<file path="src/logic/timer_output_flag_irq_ctrl_regs.svh">
/*
 Register offsets, field positions and reset values of the timer output, flag and mask block.
 Assumes inclusion by bare name from the package and the design module.
*/
`ifndef TIMER_OUTPUT_FLAG_IRQ_CTRL_REGS_SVH
`define TIMER_OUTPUT_FLAG_IRQ_CTRL_REGS_SVH
`define OUTA_OFS     8'hFC
`define OUTB_OFS     8'hFD
`define FLAGS_OFS    8'hFE
`define MASK_OFS     8'hFF
`define ADDR_W       10
`define RESET_BYTE   8'h00
`define F_M0_HI      7
`define F_M0_LO      6
`define F_M1_HI      5
`define F_M1_LO      4
`define F_WR_HI      3
`define F_WR_LO      2
`define F_EVT_EN     1
`define F_PRESET     0
`define FL_CAP0      7
`define FL_CAP1      6
`define FL_M0        5
`define FL_M1        4
`define FL_WRAP      3
`define FL_OCAP0     2
`define FL_OM0       1
`define FL_AND       0
`define MK_GLOBAL    7
`define MK_CAP0_DMA  6
`define MK_CAP0_IRQ  5
`define MK_CAP1_IRQ  4
`define MK_M0_DMA    3
`define MK_M0_IRQ    2
`define MK_M1_IRQ    1
`define MK_WRAP_IRQ  0
`define ACT_NOP      2'h3
`endif

</file>
<file path="src/logic/timer_ofi_pkg.sv">
/*
 Types shared by the timer output, flag and mask block.
 Assumes the register header is on the include path.
*/
package timer_ofi_pkg;
`include "timer_output_flag_irq_ctrl_regs.svh"
	typedef logic [1:0] action_t;
	typedef logic [7:0] byte_t;
	typedef enum logic [1:0] {
		BUS_IDLE = 2'h0,
		BUS_ACK  = 2'h1
	} bus_state_t;
endpackage : timer_ofi_pkg

</file>
<file path="src/logic/timer_output_flag_irq_ctrl.sv">
/*
 Output actions, event flags and interrupt/DMA gating of one multifunction timer, with an
 Avalon-MM slave for its four registers. Assumes counter, compare and capture logic on the same
 clock deliver one-cycle event pulses, and a DMA engine pulses block-end strobes.
*/
`include "timer_output_flag_irq_ctrl_regs.svh"
module timer_output_flag_irq_ctrl (
	// Clock and reset
	input  wire logic                  mclk_i,
	input  wire logic                  nrst_i,
	// Avalon-MM slave
	input  wire logic [`ADDR_W-1:0]    avs_address_i,
	input  wire logic                  avs_read_i,
	input  wire logic                  avs_write_i,
	input  wire logic [31:0]           avs_writedata_i,
	input  wire logic [3:0]            avs_byteenable_i,
	output logic      [31:0]           avs_readdata_o,
	output logic                       avs_waitrequest_o,
	output logic      [1:0]            avs_response_o,
	// Timer events, one-cycle pulses; bicapture mode is a level
	input  wire logic                  match0_i,
	input  wire logic                  match1_i,
	input  wire logic                  wrap_i,
	input  wire logic                  capture0_i,
	input  wire logic                  capture1_i,
	input  wire logic                  bicapture_mode_i,
	input  wire logic                  cap0_dma_eob_i,
	input  wire logic                  m0_dma_eob_i,
	// Pins and requests
	output logic                       timer_output_a_pin_o,
	output logic                       timer_output_b_pin_o,
	output logic                       onchip_event_o,
	output logic                       soft_capture0_o,
	output logic                       soft_capture1_o,
	output logic                       capture_irq_o,
	output logic                       match_irq_o,
	output logic                       wrap_irq_o,
	output logic                       cap0_dma_req_o,
	output logic                       m0_dma_req_o
);
	import timer_ofi_pkg::*;

	timer_ofi_pkg::byte_t outa_reg;
	timer_ofi_pkg::byte_t outb_reg;
	timer_ofi_pkg::byte_t flags_reg;
	timer_ofi_pkg::byte_t mask_reg;
	timer_ofi_pkg::bus_state_t bus_reg;
	logic                pin_a_reg;
	logic                pin_b_reg;

	// Word-aligned decode: one register per 32-bit word
	logic [`ADDR_W-3:0] word_idx;
	logic               hit_a;
	logic               hit_b;
	logic               hit_f;
	logic               hit_m;
	logic               wr_go;
	logic               wr_lane0;
	assign word_idx = avs_address_i[`ADDR_W-1:2];
	assign hit_a    = (word_idx == `OUTA_OFS);
	assign hit_b    = (word_idx == `OUTB_OFS);
	assign hit_f    = (word_idx == `FLAGS_OFS);
	assign hit_m    = (word_idx == `MASK_OFS);
	// Waitrequest is low for one cycle: a request completes on the second edge
	assign wr_go    = avs_write_i && (bus_reg == BUS_ACK);
	assign wr_lane0 = wr_go && avs_byteenable_i[0];

	logic [7:0] wdat;
	assign wdat = avs_writedata_i[7:0];

	// Pin action resolution
	function automatic logic next_pin(input logic cur, input byte_t ctl,
	                                  input logic e0, input logic e1, input logic ew);
		action_t act;
		act = `ACT_NOP;
		if (e0) act = act & ctl[`F_M0_HI:`F_M0_LO];
		if (e1) act = act & ctl[`F_M1_HI:`F_M1_LO];
		if (ew) act = act & ctl[`F_WR_HI:`F_WR_LO];
		case (act)
			2'h0:    next_pin = 1'b1;
			2'h1:    next_pin = ~cur;
			2'h2:    next_pin = 1'b0;
			default: next_pin = cur;
		endcase
	endfunction : next_pin

	logic any_a;
	assign any_a = match0_i | match1_i | wrap_i;

	// Pin A: software preset write loads the pin, hardware events take priority
	always_ff @(posedge mclk_i) begin
		if (!nrst_i) begin
			pin_a_reg <= 1'b0;
		end else if (any_a) begin
			pin_a_reg <= next_pin(pin_a_reg, outa_reg, match0_i, match1_i, wrap_i);
		end else if (wr_lane0 && hit_a) begin
			pin_a_reg <= wdat[`F_PRESET];
		end
	end

	always_ff @(posedge mclk_i) begin
		if (!nrst_i) begin
			pin_b_reg <= 1'b0;
		end else if (any_a) begin
			pin_b_reg <= next_pin(pin_b_reg, outb_reg, match0_i, match1_i, wrap_i);
		end else if (wr_lane0 && hit_b) begin
			pin_b_reg <= wdat[`F_PRESET];
		end
	end

	always_ff @(posedge mclk_i) begin
		if (!nrst_i) begin
			outa_reg <= `RESET_BYTE;
			outb_reg <= `RESET_BYTE;
		end else begin
			if (wr_lane0 && hit_a) outa_reg <= wdat;
			if (wr_lane0 && hit_b) outb_reg <= wdat;
		end
	end

	// On-chip event: one pulse per cycle with an enabled match0 (OUTA) or wrap (OUTB) event
	always_ff @(posedge mclk_i) begin
		if (!nrst_i) begin
			onchip_event_o <= 1'b0;
		end else begin
			onchip_event_o <= (match0_i && outa_reg[`F_EVT_EN])
			               || (wrap_i && outb_reg[`F_EVT_EN]);
		end
	end

	// Flags: hardware set wins over software clear
	logic sw_flag_wr;
	logic sw_cap0;
	logic sw_cap1;
	logic cap0_ev;
	logic cap1_ev;
	assign sw_flag_wr = wr_lane0 && hit_f;
	assign sw_cap0    = sw_flag_wr && wdat[`FL_CAP0];
	assign sw_cap1    = sw_flag_wr && wdat[`FL_CAP1] && !bicapture_mode_i;
	assign cap0_ev    = capture0_i | sw_cap0;
	assign cap1_ev    = capture1_i | sw_cap1;

	function automatic logic flag_next(input logic cur, input logic set,
	                                   input logic wr, input logic wbit);
		flag_next = set | (cur & ~(wr & ~wbit));
	endfunction : flag_next

	always_ff @(posedge mclk_i) begin
		if (!nrst_i) begin
			flags_reg <= `RESET_BYTE;
		end else begin
			flags_reg[`FL_CAP0]  <= flag_next(flags_reg[`FL_CAP0], cap0_ev, sw_flag_wr, 1'b0);
			flags_reg[`FL_CAP1]  <= flag_next(flags_reg[`FL_CAP1], cap1_ev, sw_flag_wr, 1'b0);
			flags_reg[`FL_M0]    <= flag_next(flags_reg[`FL_M0], match0_i, sw_flag_wr, 1'b0);
			flags_reg[`FL_M1]    <= flag_next(flags_reg[`FL_M1], match1_i, sw_flag_wr, 1'b0);
			flags_reg[`FL_WRAP]  <= flag_next(flags_reg[`FL_WRAP], wrap_i, sw_flag_wr, 1'b0);
			flags_reg[`FL_OCAP0] <= flag_next(flags_reg[`FL_OCAP0],
			                        (capture0_i && flags_reg[`FL_CAP0]) || sw_cap0,
			                        sw_flag_wr, 1'b0);
			flags_reg[`FL_OM0]   <= flag_next(flags_reg[`FL_OM0],
			                        match0_i && flags_reg[`FL_M0], sw_flag_wr, 1'b0);
			if (sw_flag_wr) flags_reg[`FL_AND] <= wdat[`FL_AND];
		end
	end

	// Mask register: DMA enables cleared by block end, which wins over a software set
	always_ff @(posedge mclk_i) begin
		if (!nrst_i) begin
			mask_reg <= `RESET_BYTE;
		end else begin
			if (wr_lane0 && hit_m) mask_reg <= wdat;
			if (cap0_dma_eob_i) mask_reg[`MK_CAP0_DMA] <= 1'b0;
			if (m0_dma_eob_i)   mask_reg[`MK_M0_DMA]   <= 1'b0;
		end
	end

	// Interrupt and DMA requests, registered
	logic cap_src0;
	logic cap_src1;
	logic cap_int;
	logic m0_int;
	assign cap_src0 = mask_reg[`MK_CAP0_DMA] ? cap0_dma_eob_i : flags_reg[`FL_CAP0];
	assign cap_src1 = flags_reg[`FL_CAP1];
	// AND mode relies on software enabling both capture masks
	assign cap_int  = flags_reg[`FL_AND]
	                ? (cap_src0 && mask_reg[`MK_CAP0_IRQ]) && (cap_src1 && mask_reg[`MK_CAP1_IRQ])
	                : (cap_src0 && mask_reg[`MK_CAP0_IRQ]) || (cap_src1 && mask_reg[`MK_CAP1_IRQ]);
	assign m0_int   = (mask_reg[`MK_M0_DMA] ? m0_dma_eob_i : flags_reg[`FL_M0]) && mask_reg[`MK_M0_IRQ];

	always_ff @(posedge mclk_i) begin
		if (!nrst_i) begin
			capture_irq_o  <= 1'b0;
			match_irq_o    <= 1'b0;
			wrap_irq_o     <= 1'b0;
			cap0_dma_req_o <= 1'b0;
			m0_dma_req_o   <= 1'b0;
		end else begin
			capture_irq_o  <= mask_reg[`MK_GLOBAL] && cap_int;
			match_irq_o    <= mask_reg[`MK_GLOBAL] && (m0_int
			                  || (flags_reg[`FL_M1] && mask_reg[`MK_M1_IRQ]));
			wrap_irq_o     <= mask_reg[`MK_GLOBAL] && flags_reg[`FL_WRAP]
			                  && mask_reg[`MK_WRAP_IRQ];
			cap0_dma_req_o <= capture0_i && mask_reg[`MK_CAP0_DMA];
			m0_dma_req_o   <= match0_i && mask_reg[`MK_M0_DMA];
		end
	end

	always_ff @(posedge mclk_i) begin
		if (!nrst_i) begin
			soft_capture0_o <= 1'b0;
			soft_capture1_o <= 1'b0;
		end else begin
			soft_capture0_o <= sw_cap0;
			soft_capture1_o <= sw_cap1;
		end
	end

	// Bus slave: one wait cycle, then answer
	always_ff @(posedge mclk_i) begin
		if (!nrst_i) begin
			bus_reg <= BUS_IDLE;
		end else begin
			case (bus_reg)
				BUS_IDLE: if (avs_read_i || avs_write_i) bus_reg <= BUS_ACK;
				BUS_ACK:  bus_reg <= BUS_IDLE;
				default:  bus_reg <= BUS_IDLE;
			endcase
		end
	end

	// Reads of the preset bit show the live pin level
	byte_t rd_byte;
	always_comb begin
		rd_byte = 8'h00;
		if (hit_a) rd_byte = {outa_reg[7:1], pin_a_reg};
		if (hit_b) rd_byte = {outb_reg[7:1], pin_b_reg};
		if (hit_f) rd_byte = flags_reg;
		if (hit_m) rd_byte = mask_reg;
	end

	always_ff @(posedge mclk_i) begin
		if (!nrst_i) begin
			avs_waitrequest_o <= 1'b1;
			avs_readdata_o    <= 32'h0000_0000;
			avs_response_o    <= 2'h0;
		end else begin
			avs_waitrequest_o <= !((avs_read_i || avs_write_i) && bus_reg == BUS_IDLE);
			avs_readdata_o    <= {24'h00_0000, rd_byte};
			avs_response_o    <= (hit_a || hit_b || hit_f || hit_m) ? 2'h0 : 2'h2;
		end
	end

	assign timer_output_a_pin_o = pin_a_reg;
	assign timer_output_b_pin_o = pin_b_reg;
endmodule : timer_output_flag_irq_ctrl

</file>
<file path="config.mk">
export PLATFORM = sky130hd
export DESIGN_NAME = timer_output_flag_irq_ctrl
export DESIGN_NICKNAME = d
export VERILOG_FILES = /design/src/logic/timer_ofi_pkg.sv /design/src/logic/timer_output_flag_irq_ctrl.sv
export VERILOG_INCLUDE_DIRS = /design/src /design/src/logic
export SDC_FILE = /design/constraint.sdc
export NUM_CORES = 1
export LEC_CHECK = 0
export ABC_AREA = 1
export BUFFER_PORTS_ARGS = -buffer_cell sky130_fd_sc_hd__buf_2
export CORE_AREA = 2 2 73 75
export CTS_CLUSTER_SIZE = 20
export DETAILED_ROUTE_END_ITERATION = 6
export DIE_AREA = 0 0 75 77
export GPL_TIMING_DRIVEN = 0
export PLACE_DENSITY = 0.9
export SLEW_MARGIN = 20
export SYNTH_ARGS = -nofsm -noshare
export SYNTH_HDL_FRONTEND = slang
export SYNTH_SLANG_ARGS = --single-unit
export TNS_END_PERCENT = 1
</file>
<file path="constraint.sdc">
create_clock -name mclk_i -period 3.3 [get_ports mclk_i]
set_input_delay 0.66 -clock mclk_i [delete_from_list [all_inputs] [get_ports mclk_i]]
set_output_delay 0.66 -clock mclk_i [all_outputs]
set_load 0.005 [all_outputs]
</file>
Yosys cells after proc, flatten, opt, wreduce, memory -nomap -nowiden --
Index checks and enable logic that the tools add are counted. Widths: inputs -> output; s select.
Operators by class: eq/ne operators 10, multiplexer cells 32, bitwise operators 26, reduce and logical (&&, ||, !) cells 45
Operators with widths (count):
- $mux 2 | 19
- $eq 8x8->1 const B | 4
- $mux 8 | 4
- $logic_and 1x1->1 | 25
- $or 1x1->1 | 11
- $and 2x2->2 | 4
- $logic_or 1x1->1 | 8
- $ne 4x1->1 const B | 2
- $and 1x1->1 | 7
- $mux 1 | 7
- $logic_not 2->1 | 3
- $pmux 1 s3 | 2
- $reduce_and 2->1 | 3
- $eq 2x1->1 const B | 2
- $eq 2x2->1 const B | 2
- $not 1->1 | 4
- $reduce_bool 2->1 | 2
- $reduce_or 2->1 | 2
- $logic_not 1->1 | 2
Storage, ports and cells: bits in registers 78, output and inout bits 45

Logic depth before layout (Yosys ltp) --
depth in word-level cells 15, mapped depth 12, mapped depth without buffers 12

Worst setup path before layout --
No wires, ideal clock.
path type input to register, start point input port match1_i, end point register pin_b_reg, in the netlist timer_output_b_pin_o, library setup time 0.115 ns, arrival time 1.604 ns, slack 1.581 ns, stages on the path 12, path buffers 0, path through inv_1 -> o22ai_1 -> a21oi_1 -> ha_1 -> inv_1 -> nand2_1 -> nand2_1 -> nand2_1 -> inv_1 -> nand3_1 -> nand2_1 -> nor2_1
On the way: cells in the longest elaborated chain, start to end 10
RTL lines:
- start: declaration | line timer_output_flag_irq_ctrl.sv:22 | input wire logic match1_i,
- $mux 2 | line timer_output_flag_irq_ctrl.sv:77 | if (e1) act = act & ctl[`F_M1_HI:`F_M1_LO];
- $mux 2 | line timer_output_flag_irq_ctrl.sv:104 | end else if (any_a) begin
- $mux 2 | line timer_output_flag_irq_ctrl.sv:102 | if (!nrst_i) begin
- $and 2x2->2 | line timer_output_flag_irq_ctrl.sv:78 | if (ew) act = act & ctl[`F_WR_HI:`F_WR_LO];
- $mux 2 | line timer_output_flag_irq_ctrl.sv:78
- $mux 2 | line timer_output_flag_irq_ctrl.sv:104
- $mux 2 | line timer_output_flag_irq_ctrl.sv:102
- $eq 2x2->1 (tied with other cells) | line timer_output_flag_irq_ctrl.sv:79 | case (act)
- $pmux 1 s3 or $ne 4x1->1 (tied branches)
- $mux 1 or $reduce_and 2->1 (tied branches)
- end signal: assignment | line timer_output_flag_irq_ctrl.sv:105 | pin_b_reg <= next_pin(pin_b_reg, outb_reg, match0_i, match1_i, wrap_i);
- end signal: assignment | line timer_output_flag_irq_ctrl.sv:107 | pin_b_reg <= wdat[`F_PRESET];
- end: declaration | line timer_output_flag_irq_ctrl.sv:49 | logic pin_b_reg;
Several ways; a longest one is shown, not always the timed one. The select of a mux whose other input is x is not followed. A chain may end at the register's enable or synchronous reset.

Worst setup path after layout --
start point input port match0_i, end point register pin_a_reg, in the netlist timer_output_a_pin_o
On the way: cells in the longest elaborated chain, start to end 14
RTL lines:
- start: declaration | line timer_output_flag_irq_ctrl.sv:21 | input wire logic match0_i,
- $mux 2 | line timer_output_flag_irq_ctrl.sv:76 | if (e0) act = act & ctl[`F_M0_HI:`F_M0_LO];
- $mux 2 | line timer_output_flag_irq_ctrl.sv:94 | end else if (any_a) begin
- $mux 2 | line timer_output_flag_irq_ctrl.sv:92 | if (!nrst_i) begin
- $and 2x2->2 | line timer_output_flag_irq_ctrl.sv:77
- $mux 2 | line timer_output_flag_irq_ctrl.sv:77
- $mux 2 | line timer_output_flag_irq_ctrl.sv:94
- $mux 2 | line timer_output_flag_irq_ctrl.sv:92
- $and 2x2->2 | line timer_output_flag_irq_ctrl.sv:78
- $mux 2 | line timer_output_flag_irq_ctrl.sv:78
- $mux 2 | line timer_output_flag_irq_ctrl.sv:94
- $mux 2 | line timer_output_flag_irq_ctrl.sv:92
- $eq 2x2->1 (tied with other cells) | line timer_output_flag_irq_ctrl.sv:79
- $pmux 1 s3 or $ne 4x1->1 (tied branches)
- $mux 1 or $reduce_and 2->1 (tied branches)
- end signal: assignment | line timer_output_flag_irq_ctrl.sv:95 | pin_a_reg <= next_pin(pin_a_reg, outa_reg, match0_i, match1_i, wrap_i);
- end signal: assignment | line timer_output_flag_irq_ctrl.sv:97 | pin_a_reg <= wdat[`F_PRESET];
- end: declaration | line timer_output_flag_irq_ctrl.sv:48 | logic pin_a_reg;
Several ways; a longest one is shown, not always the timed one. The select of a mux whose other input is x is not followed.

==> run metrics <==
dpl cells=485; quantity of gates resized following cts=0; Post-CTS Setup Bufs=0; Crit Path Max Fanout=7; first-pass GRT wire length=9742 um; Critical Path End=timer_output_a_pin_o$_SDFFE_PN0P_; worst skew pair latency=0.30 ns; WS Path Type=in2reg; CP required=3.51 ns; Seq/Total Area, Yosys=40.70%; residual DRC count=0; ys async rst share=0%; Overall Global Routing Usage=21.85%; hold_buf cts=0; RSZ-0062 raised after global routing=no; Post-Syn Area=0.002509 mm2; Slew @ Worst Pin=0.5546 ns; Startpoint Class=input pin; Commonest cells post-synth=nand2_1, dfxtp_1, inv_1, a21oi_1, o21ai_0; area leader, netlist=dfxtp_1; die width=75 um; root buf cell=clkbuf_8; FF+latch count, synth=51; TritonCTS clock tree=done; final setup fails=0; Gate Count Post-Synth=343; final slew viol count=0; Non-Filler Instances=492; post-placement setup slack=1.253 ns; final hold violations=0; Worst VDD drop=215.8 uV; Min Hold Slack=0.4413 ns; DR WL/cell=12.29 um; CTS Sinks=51; normalized max-slew margin=63.03%; antenna-violating nets left=0; Worst-path clk slew=0.09 ns; Remaining Overflow, GRT=0; GP Congestion=0.8942; Starting Density=50.40%; Top FF cell, synth=dfxtp_1; DR vias=2419; origin of the critical flop-to-flop path=outa_reg[6]$_SDFFE_PN0P_; CP Capture Type=flip-flop; FF-to-FF path depth=11; Reg2Reg Setup Slack=1.82 ns; Fmax=574.2 MHz; layout overhead on the synthesized area=19.95%; drt pass-1 iters=5; EDFF count, synth=0; drt via density=4.917; Worst EP arrival=1.95 ns; minimum clock period=1.742 ns; clk buf depth=2; CP startpoint=match0_i; synth unique cells=31; TNS Setup=0 ns; status=finished, final reports clean; DP Area=0.002927 mm2; I/O Buffers=48; Total Power=1.115 mW; Syn. warnings=0; end of the worst register-to-register path=timer_output_a_pin_o$_SDFFE_PN0P_; Avg Cell Area, Syn=7.314 um2; post-DP HPWL=4676 um; area fraction of the dominant cell type after synthesis=40.70%; final-stage net count=484; H-tree level count=2; Die ar.=0.005775 mm2; core area=0.004977 mm2; pin count of the biggest net entering global routing=16; layout cells sized above 1=23.46%; most frequent cell after synthesis=nand2_1; Final Cycle Share=52.77%; MaxCap Viol Count=0; Final WS setup=1.558 ns; post-layout util=60.46%; Lkg Pwr=1.417 nW; DIE HEIGHT=77 um; PwrDens=370.5 mW/mm2; IO Count=103; TritonCTS buffer count=5; Iter 0 DRT Violations=231; initial antenna violation count=0; ant diodes=0; Final Routed Wirelength=6045 um; Design Area, Final=0.003009 mm2; number of global-route vias before repair=2188; worst min-delay path class=reg2reg; top post-synthesis cells by area=dfxtp_1, nand2_1, buf_4, inv_1, a21oi_1; FP Rows=26; clk_skew=0.006027 ns
[cells in the final DEF, fill, tap and decap left out, types with 7 or more instances in the layout]
master / n
nand2_1: 56
buf_2: 51
dfxtp_1: 51
inv_1: 45
a21oi_1: 33
o21ai_0: 32
nor2_1: 30
buf_4: 26
conb_1: 25
nand3_1: 16
nand4_1: 10
o21ai_1: 7
[cell type report]
cell class                      count  area, um2
Buffer                             34      236.5
Inverter                           47      176.4
Multi-Input combinational cell    235       1165
Timing Repair Buffer               48      240.2
Clock inverter                      2      13.76
Sequential cell                    51       1021
Fill cell                         451       1968
Tap cell                           70      87.58
Clock buffer                        5      68.82
[worst max-delay path: stages]
cell	delay (ns)
buf_2	0.16
inv_1	0.13
o22ai_1	0.09
a21oi_1	0.21
ha_1	0.27
inv_1	0.07
nand2_1	0.05
nand2_1	0.05
nand2_1	0.05
inv_1	0.05
nand3_1	0.07
nand2_1	0.06
nor2_1	0.04
[worst min path at each step]
stage                                       start                 endpoint  slack, ns  cells past startpoint
after global routing      bus_reg[0]$_SDFFE_PN0N_  bus_reg[0]$_SDFFE_PN0N_       0.46                      1
after detailed placement  bus_reg[0]$_SDFFE_PN0N_  bus_reg[0]$_SDFFE_PN0N_       0.43                      1
final                     bus_reg[0]$_SDFFE_PN0N_  bus_reg[0]$_SDFFE_PN0N_       0.44                      1
after floorplan           bus_reg[0]$_SDFFE_PN0N_  bus_reg[0]$_SDFFE_PN0N_       0.41                      1
after CTS                 bus_reg[0]$_SDFFE_PN0N_  bus_reg[0]$_SDFFE_PN0N_       0.44                      1
after global placement    bus_reg[0]$_SDFFE_PN0N_  bus_reg[0]$_SDFFE_PN0N_       0.42                      1
[logic make-up (layout without fill, tap and decap cells)]
family / after synthesis / in the layout / share of synthesized area [%]
adder cells (fa/ha/maj): 4 / 4 / 1.995
AO/OA/AOI/OAI: 80 / 80 / 16.81
flip-flops: 51 / 51 / 40.70
other: 1 / 25 / 0.1495
buffers and inverters: 81 / 136 / 16.46
AND/OR/NAND/NOR: 126 / 126 / 23.89
[power breakdown]
| part | internal (mW) | total [mW] | switching [mW] |
|---|---|---|---|
| combinational | 0.0575 | 0.135 | 0.0777 |
| sequential | 0.627 | 0.636 | 0.00879 |
| clock | 0.145 | 0.344 | 0.199 |
| total | 0.829 | 1.11 | 0.285 |
[per-layer routing]
layer  track usage, %  routed length, um  up-vias
met5                0                  0        -
met4            6.786                 95        0
met3            5.125                503       11
met2            36.67               3002      119
met1            27.14               2443     1066
li1                 -                  -     1223
Power figures use the tool's default switching activity.
